### src/tmr2_pkg.sv
package tmr2_pkg;

  // ==========================================
  // Register map
  localparam logic [7:0] ADDR_IRQ_MASK = 8'h70;
  localparam logic [7:0] ADDR_ASYNC_STATUS = 8'hb6;
  localparam logic [7:0] ADDR_CONTROL_A = 8'hb0;
  localparam logic [7:0] ADDR_CONTROL_B = 8'hb1;
  localparam logic [7:0] ADDR_COUNT = 8'hb2;
  localparam logic [7:0] ADDR_COMPARE_A = 8'hb3;
  localparam logic [7:0] ADDR_COMPARE_B = 8'hb4;
  localparam logic [7:0] ADDR_IRQ_FLAGS = 8'h37;

  // ==========================================
  // Field positions and reset values
  localparam int CTLB_FORCE_A = 7;
  localparam int CTLB_FORCE_B = 6;
  localparam int CTLB_WAVE_UPPER = 3;
  localparam int CTLA_COM_A = 6;
  localparam int CTLA_COM_B = 4;
  localparam int STAT_EXT_CLOCK = 6;
  localparam int STAT_ASYNC_SEL = 5;
  localparam int BUSY_COUNT = 4;
  localparam int BUSY_COMPARE_A = 3;
  localparam int BUSY_COMPARE_B = 2;
  localparam int BUSY_CONTROL_A = 1;
  localparam int BUSY_CONTROL_B = 0;
  localparam int IRQ_MATCH_B = 2;
  localparam int IRQ_MATCH_A = 1;
  localparam int IRQ_OVERFLOW = 0;
  localparam logic [7:0] CTLA_WRITE_MASK = 8'hf3;
  localparam logic [7:0] REG_RESET = 8'h00;
  localparam logic [7:0] COUNT_MAX = 8'hff;
  localparam logic [7:0] COUNT_BOTTOM = 8'h00;
  localparam int PRESCALE_BITS = 10;

  // Lower waveform mode bits
  localparam logic [1:0] WAVE_NORMAL = 2'h0;
  localparam logic [1:0] WAVE_PHASE = 2'h1;
  localparam logic [1:0] WAVE_CTC = 2'h2;
  localparam logic [1:0] WAVE_FAST = 2'h3;

  typedef enum logic {TMR2_DIR_UP, TMR2_DIR_DOWN} tmr2_dir_e;

  // ==========================================
  // Helpers
  function automatic logic is_pwm(input logic [2:0] mode);
    return mode[1:0] == WAVE_PHASE || mode[1:0] == WAVE_FAST;
  endfunction

  function automatic logic top_is_compare_a(input logic [2:0] mode);
    return mode == 3'h2 || mode == 3'h5 || mode == 3'h7;
  endfunction

  // Prescaler tap mask: tick when the masked bits are all ones
  function automatic logic [PRESCALE_BITS-1:0] div_mask(input logic [2:0] sel);
    case (sel)
      3'h2: return 10'h007;
      3'h3: return 10'h01f;
      3'h4: return 10'h03f;
      3'h5: return 10'h07f;
      3'h6: return 10'h0ff;
      3'h7: return 10'h3ff;
      default: return 10'h000;
    endcase
  endfunction

  // Non-PWM compare action: none, toggle, clear, set
  function automatic logic match_action(input logic cur, input logic [1:0] com);
    case (com)
      2'h1: return ~cur;
      2'h2: return 1'b0;
      2'h3: return 1'b1;
      default: return cur;
    endcase
  endfunction

  function automatic logic pwm_match(input logic cur, input logic [1:0] com, input logic up, input logic tog);
    if (com[1]) begin
      return up ? com[0] : ~com[0];
    end
    return (com[0] && tog) ? ~cur : cur;
  endfunction

  // Live copy of a buffered register
  function automatic logic [7:0] live_next(input logic [7:0] cur, input logic [7:0] temp, input logic [7:0] wdata,
                                           input logic async, input logic pend, input logic wr);
    if (async) begin
      return pend ? temp : cur;
    end
    return wr ? wdata : cur;
  endfunction

endpackage

### src/tmr2_pin_sync.sv
`timescale 1ns/1ps
`default_nettype none

module tmr2_pin_sync (
  // Clock and reset
  input wire logic i_clock,
  input wire logic i_resetn,
  input wire logic i_clock_enable,
  // Pin
  input wire logic i_pin,
  // Rising edge, one cycle
  output logic o_rise
);

  logic [2:0] stages;
  logic [2:0] next_stages;

  always_comb begin
    next_stages = {stages[1:0], i_pin};
  end

  always_ff @(posedge i_clock or negedge i_resetn) begin
    if (!i_resetn) begin
      stages <= 3'h0;
    end else if (i_clock_enable) begin
      stages <= next_stages;
    end
  end

  // Stage zero is left to settle; only later stages are compared
  assign o_rise = stages[1] & ~stages[2];

endmodule

`default_nettype wire

### src/tmr2_prescaler.sv
`timescale 1ns/1ps
`default_nettype none

module tmr2_prescaler
  import tmr2_pkg::*;
#(
  parameter int WIDTH = PRESCALE_BITS
) (
  // Clock and reset
  input wire logic i_clock,
  input wire logic i_resetn,
  input wire logic i_clock_enable,
  // Source and select
  input wire logic i_src_tick,
  input wire logic [2:0] i_select,
  // Counting tick
  output logic o_tick
);

  if (WIDTH < PRESCALE_BITS) begin : g_width_check
    $error("prescaler width too small for divide by 1024");
  end

  logic [WIDTH-1:0] count;
  logic [WIDTH-1:0] next_count;
  logic [PRESCALE_BITS-1:0] mask;

  always_comb begin
    next_count = i_src_tick ? WIDTH'(count + 1'b1) : count;
  end

  always_ff @(posedge i_clock or negedge i_resetn) begin
    if (!i_resetn) begin
      count <= '0;
    end else if (i_clock_enable) begin
      count <= next_count;
    end
  end

  assign mask = div_mask(i_select);
  assign o_tick = i_src_tick && (i_select != 3'h0) && ((count[PRESCALE_BITS-1:0] & mask) == mask);

endmodule

`default_nettype wire

### src/tmr2_async_timer.sv
// Local design decision: the strobed register port.
`timescale 1ns/1ps
`default_nettype none

// ==========================================
// Summary of operation
// - Force bit applies match in non-PWM
// - Forced match sets no flag, no clear
// - Force bits are strobes, read zero
// - Clock select: stop, /1 .. /1024
// - Control B bits 5:4 read zero
// - Counter read/write; write blocks next match
// - Both compare values compared with counter
// - External clock buffer versus crystal enable
// - Async select picks oscillator clock
// - Async writes to counter, compare and control set busy until transfer
// - Counter, status, mask and flags read live; control and compare read temporary
// - Match request needs enable, global, flag
// - Overflow request gated; mask bits 2:0
// - Mode decode from three wave bits
// - Flags set by events, cleared by ack/one
module tmr2_async_timer
  import tmr2_pkg::*;
#(
  parameter int PRESCALE_WIDTH = PRESCALE_BITS
) (
  // Clock and reset
  input wire logic i_clock,
  input wire logic i_resetn,
  input wire logic i_clock_enable,
  // Register port
  input wire logic [7:0] i_address,
  input wire logic [7:0] i_write_data,
  input wire logic i_write_strobe,
  input wire logic i_read_strobe,
  output logic [7:0] o_read_data,
  // Processor side
  input wire logic i_global_irq_enable,
  input wire logic i_vector_ack_match_a,
  input wire logic i_vector_ack_match_b,
  input wire logic i_vector_ack_overflow,
  output logic o_irq_match_a,
  output logic o_irq_match_b,
  output logic o_irq_overflow,
  // Oscillator and waveform pins
  input wire logic i_oscillator_pin_one,
  output logic o_ext_clock_buffer_enable,
  output logic o_crystal_osc_enable,
  output logic o_wave_out_a,
  output logic o_wave_out_b
);

  logic wr_ctla, wr_ctlb, wr_count, wr_cmpa, wr_cmpb, wr_status, wr_mask, wr_flags;
  logic osc_rise, src_tick, tick, transfer, pwm, force_a, force_b, load_count;
  logic match_a, match_b, ovf;
  logic [2:0] mode;
  logic [7:0] top, load_value;
  logic [1:0] com_a, com_b;
  logic [2:0] clr_flags, set_flags;

  logic [7:0] temp_ctla, temp_cmpa, temp_cmpb, temp_count, ctla, cmpa, cmpb;
  logic [7:0] next_temp_ctla, next_temp_cmpa, next_temp_cmpb, next_temp_count;
  logic [7:0] next_ctla, next_cmpa, next_cmpb, ctlb_wide;
  logic [3:0] temp_ctlb, ctlb, next_temp_ctlb, next_ctlb;
  logic ext_clk, async_sel, next_ext_clk, next_async_sel;
  logic [4:0] busy, next_busy;
  logic [2:0] irq_mask, next_irq_mask;

  logic [7:0] count, next_count;
  tmr2_dir_e dir, next_dir;
  logic block, next_block, wave_a, wave_b, next_wave_a, next_wave_b;
  logic [2:0] flags, next_flags;

  logic [7:0] next_read_data;
  logic next_irq_a, next_irq_b, next_irq_ovf, next_ext_buf, next_xtal;

  // ==========================================
  // Decode and clocking
  assign wr_ctla = i_write_strobe && i_address == ADDR_CONTROL_A;
  assign wr_ctlb = i_write_strobe && i_address == ADDR_CONTROL_B;
  assign wr_count = i_write_strobe && i_address == ADDR_COUNT;
  assign wr_cmpa = i_write_strobe && i_address == ADDR_COMPARE_A;
  assign wr_cmpb = i_write_strobe && i_address == ADDR_COMPARE_B;
  assign wr_status = i_write_strobe && i_address == ADDR_ASYNC_STATUS;
  assign wr_mask = i_write_strobe && i_address == ADDR_IRQ_MASK;
  assign wr_flags = i_write_strobe && i_address == ADDR_IRQ_FLAGS;

  tmr2_pin_sync u_osc_sync (
    .i_clock(i_clock),
    .i_resetn(i_resetn),
    .i_clock_enable(i_clock_enable),
    .i_pin(i_oscillator_pin_one),
    .o_rise(osc_rise)
  );

  assign src_tick = async_sel ? osc_rise : 1'b1;
  assign transfer = async_sel & osc_rise;

  tmr2_prescaler #(.WIDTH(PRESCALE_WIDTH)) u_prescaler (
    .i_clock(i_clock),
    .i_resetn(i_resetn),
    .i_clock_enable(i_clock_enable),
    .i_src_tick(src_tick),
    .i_select(ctlb[2:0]),
    .o_tick(tick)
  );

  assign mode = {ctlb[CTLB_WAVE_UPPER], ctla[1:0]};
  assign pwm = is_pwm(mode);
  assign top = top_is_compare_a(mode) ? cmpa : COUNT_MAX;
  assign com_a = ctla[CTLA_COM_A+:2];
  assign com_b = ctla[CTLA_COM_B+:2];
  assign force_a = wr_ctlb && i_write_data[CTLB_FORCE_A] && !pwm;
  assign force_b = wr_ctlb && i_write_data[CTLB_FORCE_B] && !pwm;

  // ==========================================
  // Register file and temporary storage
  always_comb begin
    next_temp_ctlb = wr_ctlb ? i_write_data[3:0] : temp_ctlb;
    next_temp_ctla = wr_ctla ? (i_write_data & CTLA_WRITE_MASK) : temp_ctla;
    next_temp_cmpa = wr_cmpa ? i_write_data : temp_cmpa;
    next_temp_cmpb = wr_cmpb ? i_write_data : temp_cmpb;
    next_temp_count = wr_count ? i_write_data : temp_count;
    next_ctla = live_next(ctla, temp_ctla, i_write_data & CTLA_WRITE_MASK, async_sel,
                          transfer && busy[BUSY_CONTROL_A], wr_ctla);
    ctlb_wide = live_next({4'h0, ctlb}, {4'h0, temp_ctlb}, {4'h0, i_write_data[3:0]}, async_sel,
                          transfer && busy[BUSY_CONTROL_B], wr_ctlb);
    next_ctlb = ctlb_wide[3:0];
    next_cmpa = live_next(cmpa, temp_cmpa, i_write_data, async_sel, transfer && busy[BUSY_COMPARE_A], wr_cmpa);
    next_cmpb = live_next(cmpb, temp_cmpb, i_write_data, async_sel, transfer && busy[BUSY_COMPARE_B], wr_cmpb);
    load_count = async_sel ? (transfer && busy[BUSY_COUNT]) : wr_count;
    load_value = async_sel ? temp_count : i_write_data;
    next_busy = (busy & ~{5{transfer | ~async_sel}}) |
                ({wr_count, wr_cmpa, wr_cmpb, wr_ctla, wr_ctlb} & {5{async_sel}});
    next_ext_clk = wr_status ? i_write_data[STAT_EXT_CLOCK] : ext_clk;
    next_async_sel = wr_status ? i_write_data[STAT_ASYNC_SEL] : async_sel;
    next_irq_mask = wr_mask ? i_write_data[2:0] : irq_mask;
  end

  always_ff @(posedge i_clock or negedge i_resetn) begin
    if (!i_resetn) begin
      temp_ctla <= REG_RESET;
      temp_ctlb <= REG_RESET[3:0];
      temp_cmpa <= REG_RESET;
      temp_cmpb <= REG_RESET;
      temp_count <= REG_RESET;
      ctla <= REG_RESET;
      ctlb <= REG_RESET[3:0];
      cmpa <= REG_RESET;
      cmpb <= REG_RESET;
      busy <= REG_RESET[4:0];
      ext_clk <= 1'b0;
      async_sel <= 1'b0;
      irq_mask <= REG_RESET[2:0];
    end else if (i_clock_enable) begin
      temp_ctla <= next_temp_ctla;
      temp_ctlb <= next_temp_ctlb;
      temp_cmpa <= next_temp_cmpa;
      temp_cmpb <= next_temp_cmpb;
      temp_count <= next_temp_count;
      ctla <= next_ctla;
      ctlb <= next_ctlb;
      cmpa <= next_cmpa;
      cmpb <= next_cmpb;
      busy <= next_busy;
      ext_clk <= next_ext_clk;
      async_sel <= next_async_sel;
      irq_mask <= next_irq_mask;
    end
  end

  // ==========================================
  // Counter, compare and waveform
  always_comb begin
    next_count = count;
    next_dir = dir;
    next_block = block;
    next_wave_a = wave_a;
    next_wave_b = wave_b;
    match_a = 1'b0;
    match_b = 1'b0;
    ovf = 1'b0;
    if (load_count) begin
      next_count = load_value;
      next_block = 1'b1;
    end else if (tick) begin
      next_block = 1'b0;
      match_a = !block && count == cmpa;
      match_b = !block && count == cmpb;
      case (mode[1:0])
        WAVE_PHASE: begin
          if (dir == TMR2_DIR_UP && count == top) begin
            next_dir = TMR2_DIR_DOWN;
            next_count = 8'(count - 8'h01);
          end else if (dir == TMR2_DIR_DOWN && count == COUNT_BOTTOM) begin
            next_dir = TMR2_DIR_UP;
            next_count = 8'(count + 8'h01);
            ovf = 1'b1;
          end else begin
            next_count = (dir == TMR2_DIR_UP) ? 8'(count + 8'h01) : 8'(count - 8'h01);
          end
        end
        WAVE_FAST: begin
          next_count = (count == top) ? COUNT_BOTTOM : 8'(count + 8'h01);
          ovf = count == top;
        end
        WAVE_CTC: begin
          next_count = (count == top) ? COUNT_BOTTOM : 8'(count + 8'h01);
          ovf = count == COUNT_MAX;
        end
        default: begin
          next_count = 8'(count + 8'h01);
          ovf = count == COUNT_MAX;
        end
      endcase
      if (!pwm) begin
        if (match_a) next_wave_a = match_action(wave_a, com_a);
        if (match_b) next_wave_b = match_action(wave_b, com_b);
      end else begin
        if (match_a) next_wave_a = pwm_match(wave_a, com_a, dir == TMR2_DIR_UP, mode[2]);
        if (match_b) next_wave_b = pwm_match(wave_b, com_b, dir == TMR2_DIR_UP, 1'b0);
        // Bottom action last, so a match at top is overridden when com bit 1 is set
        if (mode[1:0] == WAVE_FAST && count == top) begin
          if (com_a[1]) next_wave_a = ~com_a[0];
          if (com_b[1]) next_wave_b = ~com_b[0];
        end
      end
    end
    if (force_a) next_wave_a = match_action(next_wave_a, com_a);
    if (force_b) next_wave_b = match_action(next_wave_b, com_b);
    set_flags = {match_b, match_a, ovf};
    clr_flags = {i_vector_ack_match_b, i_vector_ack_match_a, i_vector_ack_overflow} |
                (wr_flags ? i_write_data[2:0] : 3'h0);
    next_flags = (flags & ~clr_flags) | set_flags;
  end

  always_ff @(posedge i_clock or negedge i_resetn) begin
    if (!i_resetn) begin
      count <= REG_RESET;
      dir <= TMR2_DIR_UP;
      block <= 1'b0;
      wave_a <= 1'b0;
      wave_b <= 1'b0;
      flags <= REG_RESET[2:0];
    end else if (i_clock_enable) begin
      count <= next_count;
      dir <= next_dir;
      block <= next_block;
      wave_a <= next_wave_a;
      wave_b <= next_wave_b;
      flags <= next_flags;
    end
  end

  // ==========================================
  // Outputs
  always_comb begin
    next_read_data = 8'h00;
    if (i_read_strobe) begin
      case (i_address)
        ADDR_CONTROL_A: next_read_data = temp_ctla;
        ADDR_CONTROL_B: next_read_data = {4'h0, temp_ctlb};
        ADDR_COUNT: next_read_data = count;
        ADDR_COMPARE_A: next_read_data = temp_cmpa;
        ADDR_COMPARE_B: next_read_data = temp_cmpb;
        ADDR_ASYNC_STATUS: next_read_data = {1'b0, ext_clk, async_sel, busy};
        ADDR_IRQ_MASK: next_read_data = {5'h0, irq_mask};
        ADDR_IRQ_FLAGS: next_read_data = {5'h0, flags};
        default: next_read_data = 8'h00;
      endcase
    end
    next_irq_a = irq_mask[IRQ_MATCH_A] && i_global_irq_enable && flags[IRQ_MATCH_A];
    next_irq_b = irq_mask[IRQ_MATCH_B] && i_global_irq_enable && flags[IRQ_MATCH_B];
    next_irq_ovf = irq_mask[IRQ_OVERFLOW] && i_global_irq_enable && flags[IRQ_OVERFLOW];
    next_ext_buf = ext_clk && async_sel;
    next_xtal = async_sel && !ext_clk;
  end

  always_ff @(posedge i_clock or negedge i_resetn) begin
    if (!i_resetn) begin
      o_read_data <= 8'h00;
      o_irq_match_a <= 1'b0;
      o_irq_match_b <= 1'b0;
      o_irq_overflow <= 1'b0;
      o_ext_clock_buffer_enable <= 1'b0;
      o_crystal_osc_enable <= 1'b0;
      o_wave_out_a <= 1'b0;
      o_wave_out_b <= 1'b0;
    end else if (i_clock_enable) begin
      o_read_data <= next_read_data;
      o_irq_match_a <= next_irq_a;
      o_irq_match_b <= next_irq_b;
      o_irq_overflow <= next_irq_ovf;
      o_ext_clock_buffer_enable <= next_ext_buf;
      o_crystal_osc_enable <= next_xtal;
      o_wave_out_a <= next_wave_a;
      o_wave_out_b <= next_wave_b;
    end
  end

  // ==========================================
  // Assertions
  property p_force_toggles;
    @(posedge i_clock) disable iff (!i_resetn)
    (i_clock_enable && force_a && !tick && com_a == 2'h1) |=> (wave_a != $past(wave_a));
  endproperty
  a_force_toggles: assert property (p_force_toggles) else $error("forced toggle missed");

  property p_force_quiet;
    @(posedge i_clock) disable iff (!i_resetn)
    (i_clock_enable && (force_a || force_b) && !tick && !load_count) |=> (count == $past(count));
  endproperty
  a_force_quiet: assert property (p_force_quiet) else $error("force moved counter");

  property p_force_reads_zero;
    @(posedge i_clock) disable iff (!i_resetn)
    (i_clock_enable && i_read_strobe && i_address == ADDR_CONTROL_B) |=> (o_read_data[7:6] == 2'h0);
  endproperty
  a_force_reads_zero: assert property (p_force_reads_zero) else $error("force bits read nonzero");

  property p_reserved_zero;
    @(posedge i_clock) disable iff (!i_resetn)
    (i_clock_enable && i_read_strobe && i_address == ADDR_CONTROL_B) |=> (o_read_data[5:4] == 2'h0);
  endproperty
  a_reserved_zero: assert property (p_reserved_zero) else $error("reserved bits nonzero");

  property p_count_load;
    @(posedge i_clock) disable iff (!i_resetn)
    (i_clock_enable && load_count) |=> (count == $past(load_value) && block);
  endproperty
  a_count_load: assert property (p_count_load) else $error("counter load lost");

  property p_busy_set;
    @(posedge i_clock) disable iff (!i_resetn)
    (i_clock_enable && async_sel && wr_cmpa) |=> busy[BUSY_COMPARE_A];
  endproperty
  a_busy_set: assert property (p_busy_set) else $error("busy not set");

  property p_irq_match_a;
    @(posedge i_clock) disable iff (!i_resetn)
    i_clock_enable |=> (o_irq_match_a == $past(irq_mask[IRQ_MATCH_A] && i_global_irq_enable && flags[IRQ_MATCH_A]));
  endproperty
  a_irq_match_a: assert property (p_irq_match_a) else $error("match A request wrong");

  property p_irq_overflow;
    @(posedge i_clock) disable iff (!i_resetn)
    i_clock_enable |=> (o_irq_overflow == $past(irq_mask[IRQ_OVERFLOW] && i_global_irq_enable && flags[IRQ_OVERFLOW]));
  endproperty
  a_irq_overflow: assert property (p_irq_overflow) else $error("overflow request wrong");

  property p_clock_pins;
    @(posedge i_clock) disable iff (!i_resetn)
    !(o_ext_clock_buffer_enable && o_crystal_osc_enable);
  endproperty
  a_clock_pins: assert property (p_clock_pins) else $error("buffer and crystal both on");

  property p_flag_clear;
    @(posedge i_clock) disable iff (!i_resetn)
    (i_clock_enable && wr_flags && i_write_data[IRQ_MATCH_A] && !match_a) |=> !flags[IRQ_MATCH_A];
  endproperty
  a_flag_clear: assert property (p_flag_clear) else $error("flag not cleared");

endmodule

`default_nettype wire

### config.mk
export PLATFORM = sky130hd
export DESIGN_NAME = tmr2_async_timer
export DESIGN_NICKNAME = d
export VERILOG_FILES = /design/src/tmr2_pkg.sv /design/src/tmr2_pin_sync.sv /design/src/tmr2_prescaler.sv /design/src/tmr2_async_timer.sv
export SDC_FILE = /design/constraint.sdc
export NUM_CORES = 1
export LEC_CHECK = 0
export BUFFER_PORTS_ARGS = -buffer_cell sky130_fd_sc_hd__buf_2
export CORE_ASPECT_RATIO = 0.9
export CORE_MARGIN = 8
export CORE_UTILIZATION = 61
export CTS_CLUSTER_DIAMETER = 80
export DETAILED_ROUTE_END_ITERATION = 8
export PLACE_DENSITY = 0.8
export SLEW_MARGIN = 20
export SYNTH_ARGS = -nofsm -noshare
export SYNTH_HDL_FRONTEND = slang
export SYNTH_SLANG_ARGS = --single-unit
### constraint.sdc
create_clock -name i_clock -period 3.3 [get_ports i_clock]
set_clock_uncertainty 0.2 [all_clocks]
set_input_delay 0.66 -clock i_clock [delete_from_list [all_inputs] [get_ports i_clock]]
set_output_delay 0.66 -clock i_clock [all_outputs]
set_load 0.005 [all_outputs]
==> results.py <==
metrics = {
    "outcome": {
        "status": "finished, final reports clean",
    },
    "critical_path": {
        "cp-start-kind": "register",
        "critPathMaxStageDelay_ns": 0.62,
        "cp.arrival_ns": 2.92,
        "path_cells": "inv_1, o2111a_1, o211ai_1, a211oi_2, buf_4, or4b_2, o311a_1, o22ai_1",
        "reg2regPathDepth": 8,
        "reg2reg_from": "count[7]",
        "timing.rr.end": "count[2]",
        "critical_path.max_fanout": 11,
        "crit_slowest_cell": "or4b_2",
        "worstPathRequired_ns": 3.37,
        "cp-end-kind": "register",
        "r2r_setup_slack_ns": 0.45,
        "worstSetupPathType": "register to register",
    },
    "global_route": {
        "grt-ovfl-total": 0,
        "grt_pass1_wl_um": 29800,
        "grt_pass1_vias": 5337,
        "antenna_found_initial": 0,
        "grt_max_degree": 56,
        "grtUsageTotal_pct": 27.6,
    },
    "floorplan": {
        "fp.dieArea_mm2": 0.0139,
        "core-area_mm2": 0.0102,
        "initial_utilization_pct": 62.1,
        "rows": 35,
        "die_h_um": 112,
        "ios": 41,
        "die_x_um": 123,
    },
    "placed_design": {
        "gp_congestion": 0.902,
        "place_ws_ns": 0.367,
        "dp_hpwl_um": 13700,
        "port_buffers": 40,
        "dp_cells": 797,
    },
    "power": {
        "p_total_mw": 3.23,
        "power_density_mw_per_mm2": 464,
        "ir_drop_mv": 0.378,
        "total_leakage_power_nw": 3.07,
    },
    "timing": {
        "slew_headroom_pct": 31.6,
        "clock.fmax_ghz": 0.351,
        "final-hold-violation-count": 0,
        "slew_viol_final": 0,
        "rsz0062_at_grt": "false",
        "period_needed_ns": 2.85,
        "tightest_slew_ns": 1.03,
        "timing.final.ws_setup_ns": 0.453,
        "fin_crit_sh_pct": 86.3,
        "finalSetupTns_ns": 0,
        "setup_viol": 0,
    },
    "clocking": {
        "htreeDepth": 3,
        "clock_latency_ns": 0.35,
        "cts_buffers": 9,
        "cts.path.max_buffers": 2,
        "clk_pin_slew_ns": 0.08,
        "cts_setup_buffers": 0,
        "ctsRootBufferMaster": "clkbuf_16",
        "post_cts_resized": 0,
        "cts_tree": "done",
        "ctsHoldBuffers": 0,
        "cts_sinks": 111,
    },
    "route": {
        "ant_nets": 0,
        "drtPass1Iterations": 5,
        "viasPerCell": 6.85,
        "num_vias": 5573,
        "avgRoutedWirePerCell_um": 23.0,
        "drc": 0,
        "drt_first_iter_violations": 713,
        "wirelength_um": 18700,
    },
    "run": {
        "cap_violations": 0,
    },
    "synth": {
        "postSynthAreaPerCell_um2": 9.83,
        "synth_area_leaders": "dfrtp_1, mux2_2, nand2_1",
        "netlist.area_leader.share_pct": 44.0,
        "yosys_warnings": 0,
        "syn_nets": 671,
        "synth_area_mm2": 0.00631,
        "ys_ff_latch": 111,
        "synth_edf_count": 0,
        "synth_common_cells": "dfrtp_1, nand2_1, a21oi_1",
        "ys_seq_area_share_pct": 44.0,
        "yosys.area.top_type": "dfrtp_1",
        "synth.distinct_cells": 91,
        "syn_inst": 642,
        "synthArstFlopShare_pct": 100,
        "synth_most_common_cell": "dfrtp_1",
        "synth_flop_cell": "dfrtp_1",
    },
    "cells_and_area": {
        "utilization_pct": 68.5,
        "finalNonFillerCells": 813,
        "fin_nets": 708,
        "fillers": 812,
        "diodes": 0,
        "drive_gt1_share_pct": 21.9,
        "synthToLayoutAreaGrowth_pct": 10.3,
    },
    "hold_path": {
        "min_path_type": "primary input to async pin",
    },
}
[routing by layer]
layer	vias up	global-route usage [%]	wire (um)
met5	-	0	0
met1	2755	38.4	7920
met2	321	42.5	8860
li1	2454	-	-
met3	43	5.57	1530
met4	0	8.10	425
[flip-flops by register name, summed over array words and instances, names as in the netlist, 4 cells and up]
name,count
count,8
o_read_data,8
temp_ctlb,4
cmpa,8
temp_ctla,6
temp_cmpa,8
temp_count,8
temp_cmpb,8
ctlb,4
cmpb,8
ctla,6
busy,5
u_prescaler.count,10
[area by class of cell]
| type | count | area [um^2] | area share [%] |
|---|---|---|---|
| Clock buffer | 12 | 246 | 3.54 |
| Clock inverter | 4 | 37.5 | 0.539 |
| Inverter | 24 | 90.1 | 1.29 |
| Multi-Input combinational cell | 469 | 3250 | 46.7 |
| Sequential cell | 111 | 2780 | 39.9 |
| Tap cell | 129 | 161 | 2.32 |
| Timing Repair Buffer | 64 | 395 | 5.68 |
[worst max-delay path: cells and delay by family (launching register included)]
family	cells	cell delay [ns]
buf+inv	2	0.41
flops	1	0.60
simple gates	1	0.62
compound gates	5	0.92
[where the power goes]
group / internal (mW) / switching (mW)
Combinational: 0.234 / 0.361
Clock: 0.546 / 0.520
Sequential: 1.45 / 0.118
Total: 2.23 / 0.999
[placed cells by master, fill, tap and decap left out, types with 8 or more instances in the layout]
cell and instances:
nand3_1 18, a221oi_1 9, xnor2_1 21, nor4_1 8
buf_4 24, nor2b_1 11, a21oi_1 46, a31oi_1 12
mux2_2 41, dfrtp_1 111, mux2i_1 13, nand4_1 11
inv_1 20, buf_2 39, nor2_1 33, nor3_1 8
clkbuf_16 9, nand2_1 68, o21ai_0 41
[cells by family after synthesis]
group / count (synthesis) / synth area share [%]
AO/OA/AOI/OAI: 179 / 20.2
XOR/XNOR: 25 / 3.47
adder cells (fa/ha/maj): 3 / 0.595
buffers and inverters: 62 / 4.42
flip-flops: 111 / 44.0
multiplexers: 56 / 10.1
AND/OR/NAND/NOR: 206 / 17.2
[worst max path at each step]
stage / from / endpoint / slack [ns] / cells after the start
after floorplan: i_write_strobe / count[4] / 0.66 / 9
after global routing: count[1] / count[5] / 0.34 / 9
after global placement: i_address[0] / o_read_data[0] / 0.42 / 9
after CTS: count[7] / count[2] / 0.53 / 8
final: count[7] / count[2] / 0.45 / 8
after detailed placement: i_address[0] / o_read_data[2] / 0.37 / 9
[metrics by stage]
step	hold WS [ns]	area (um^2)
after floorplan	0.164	6310
after CTS	0.0407	6960
final	0.0315	6960
after global routing	0.0600	6960
after detailed placement	0.264	6680
after global placement	0.261	6680
Note: power is estimated with default switching activity, not from simulation.
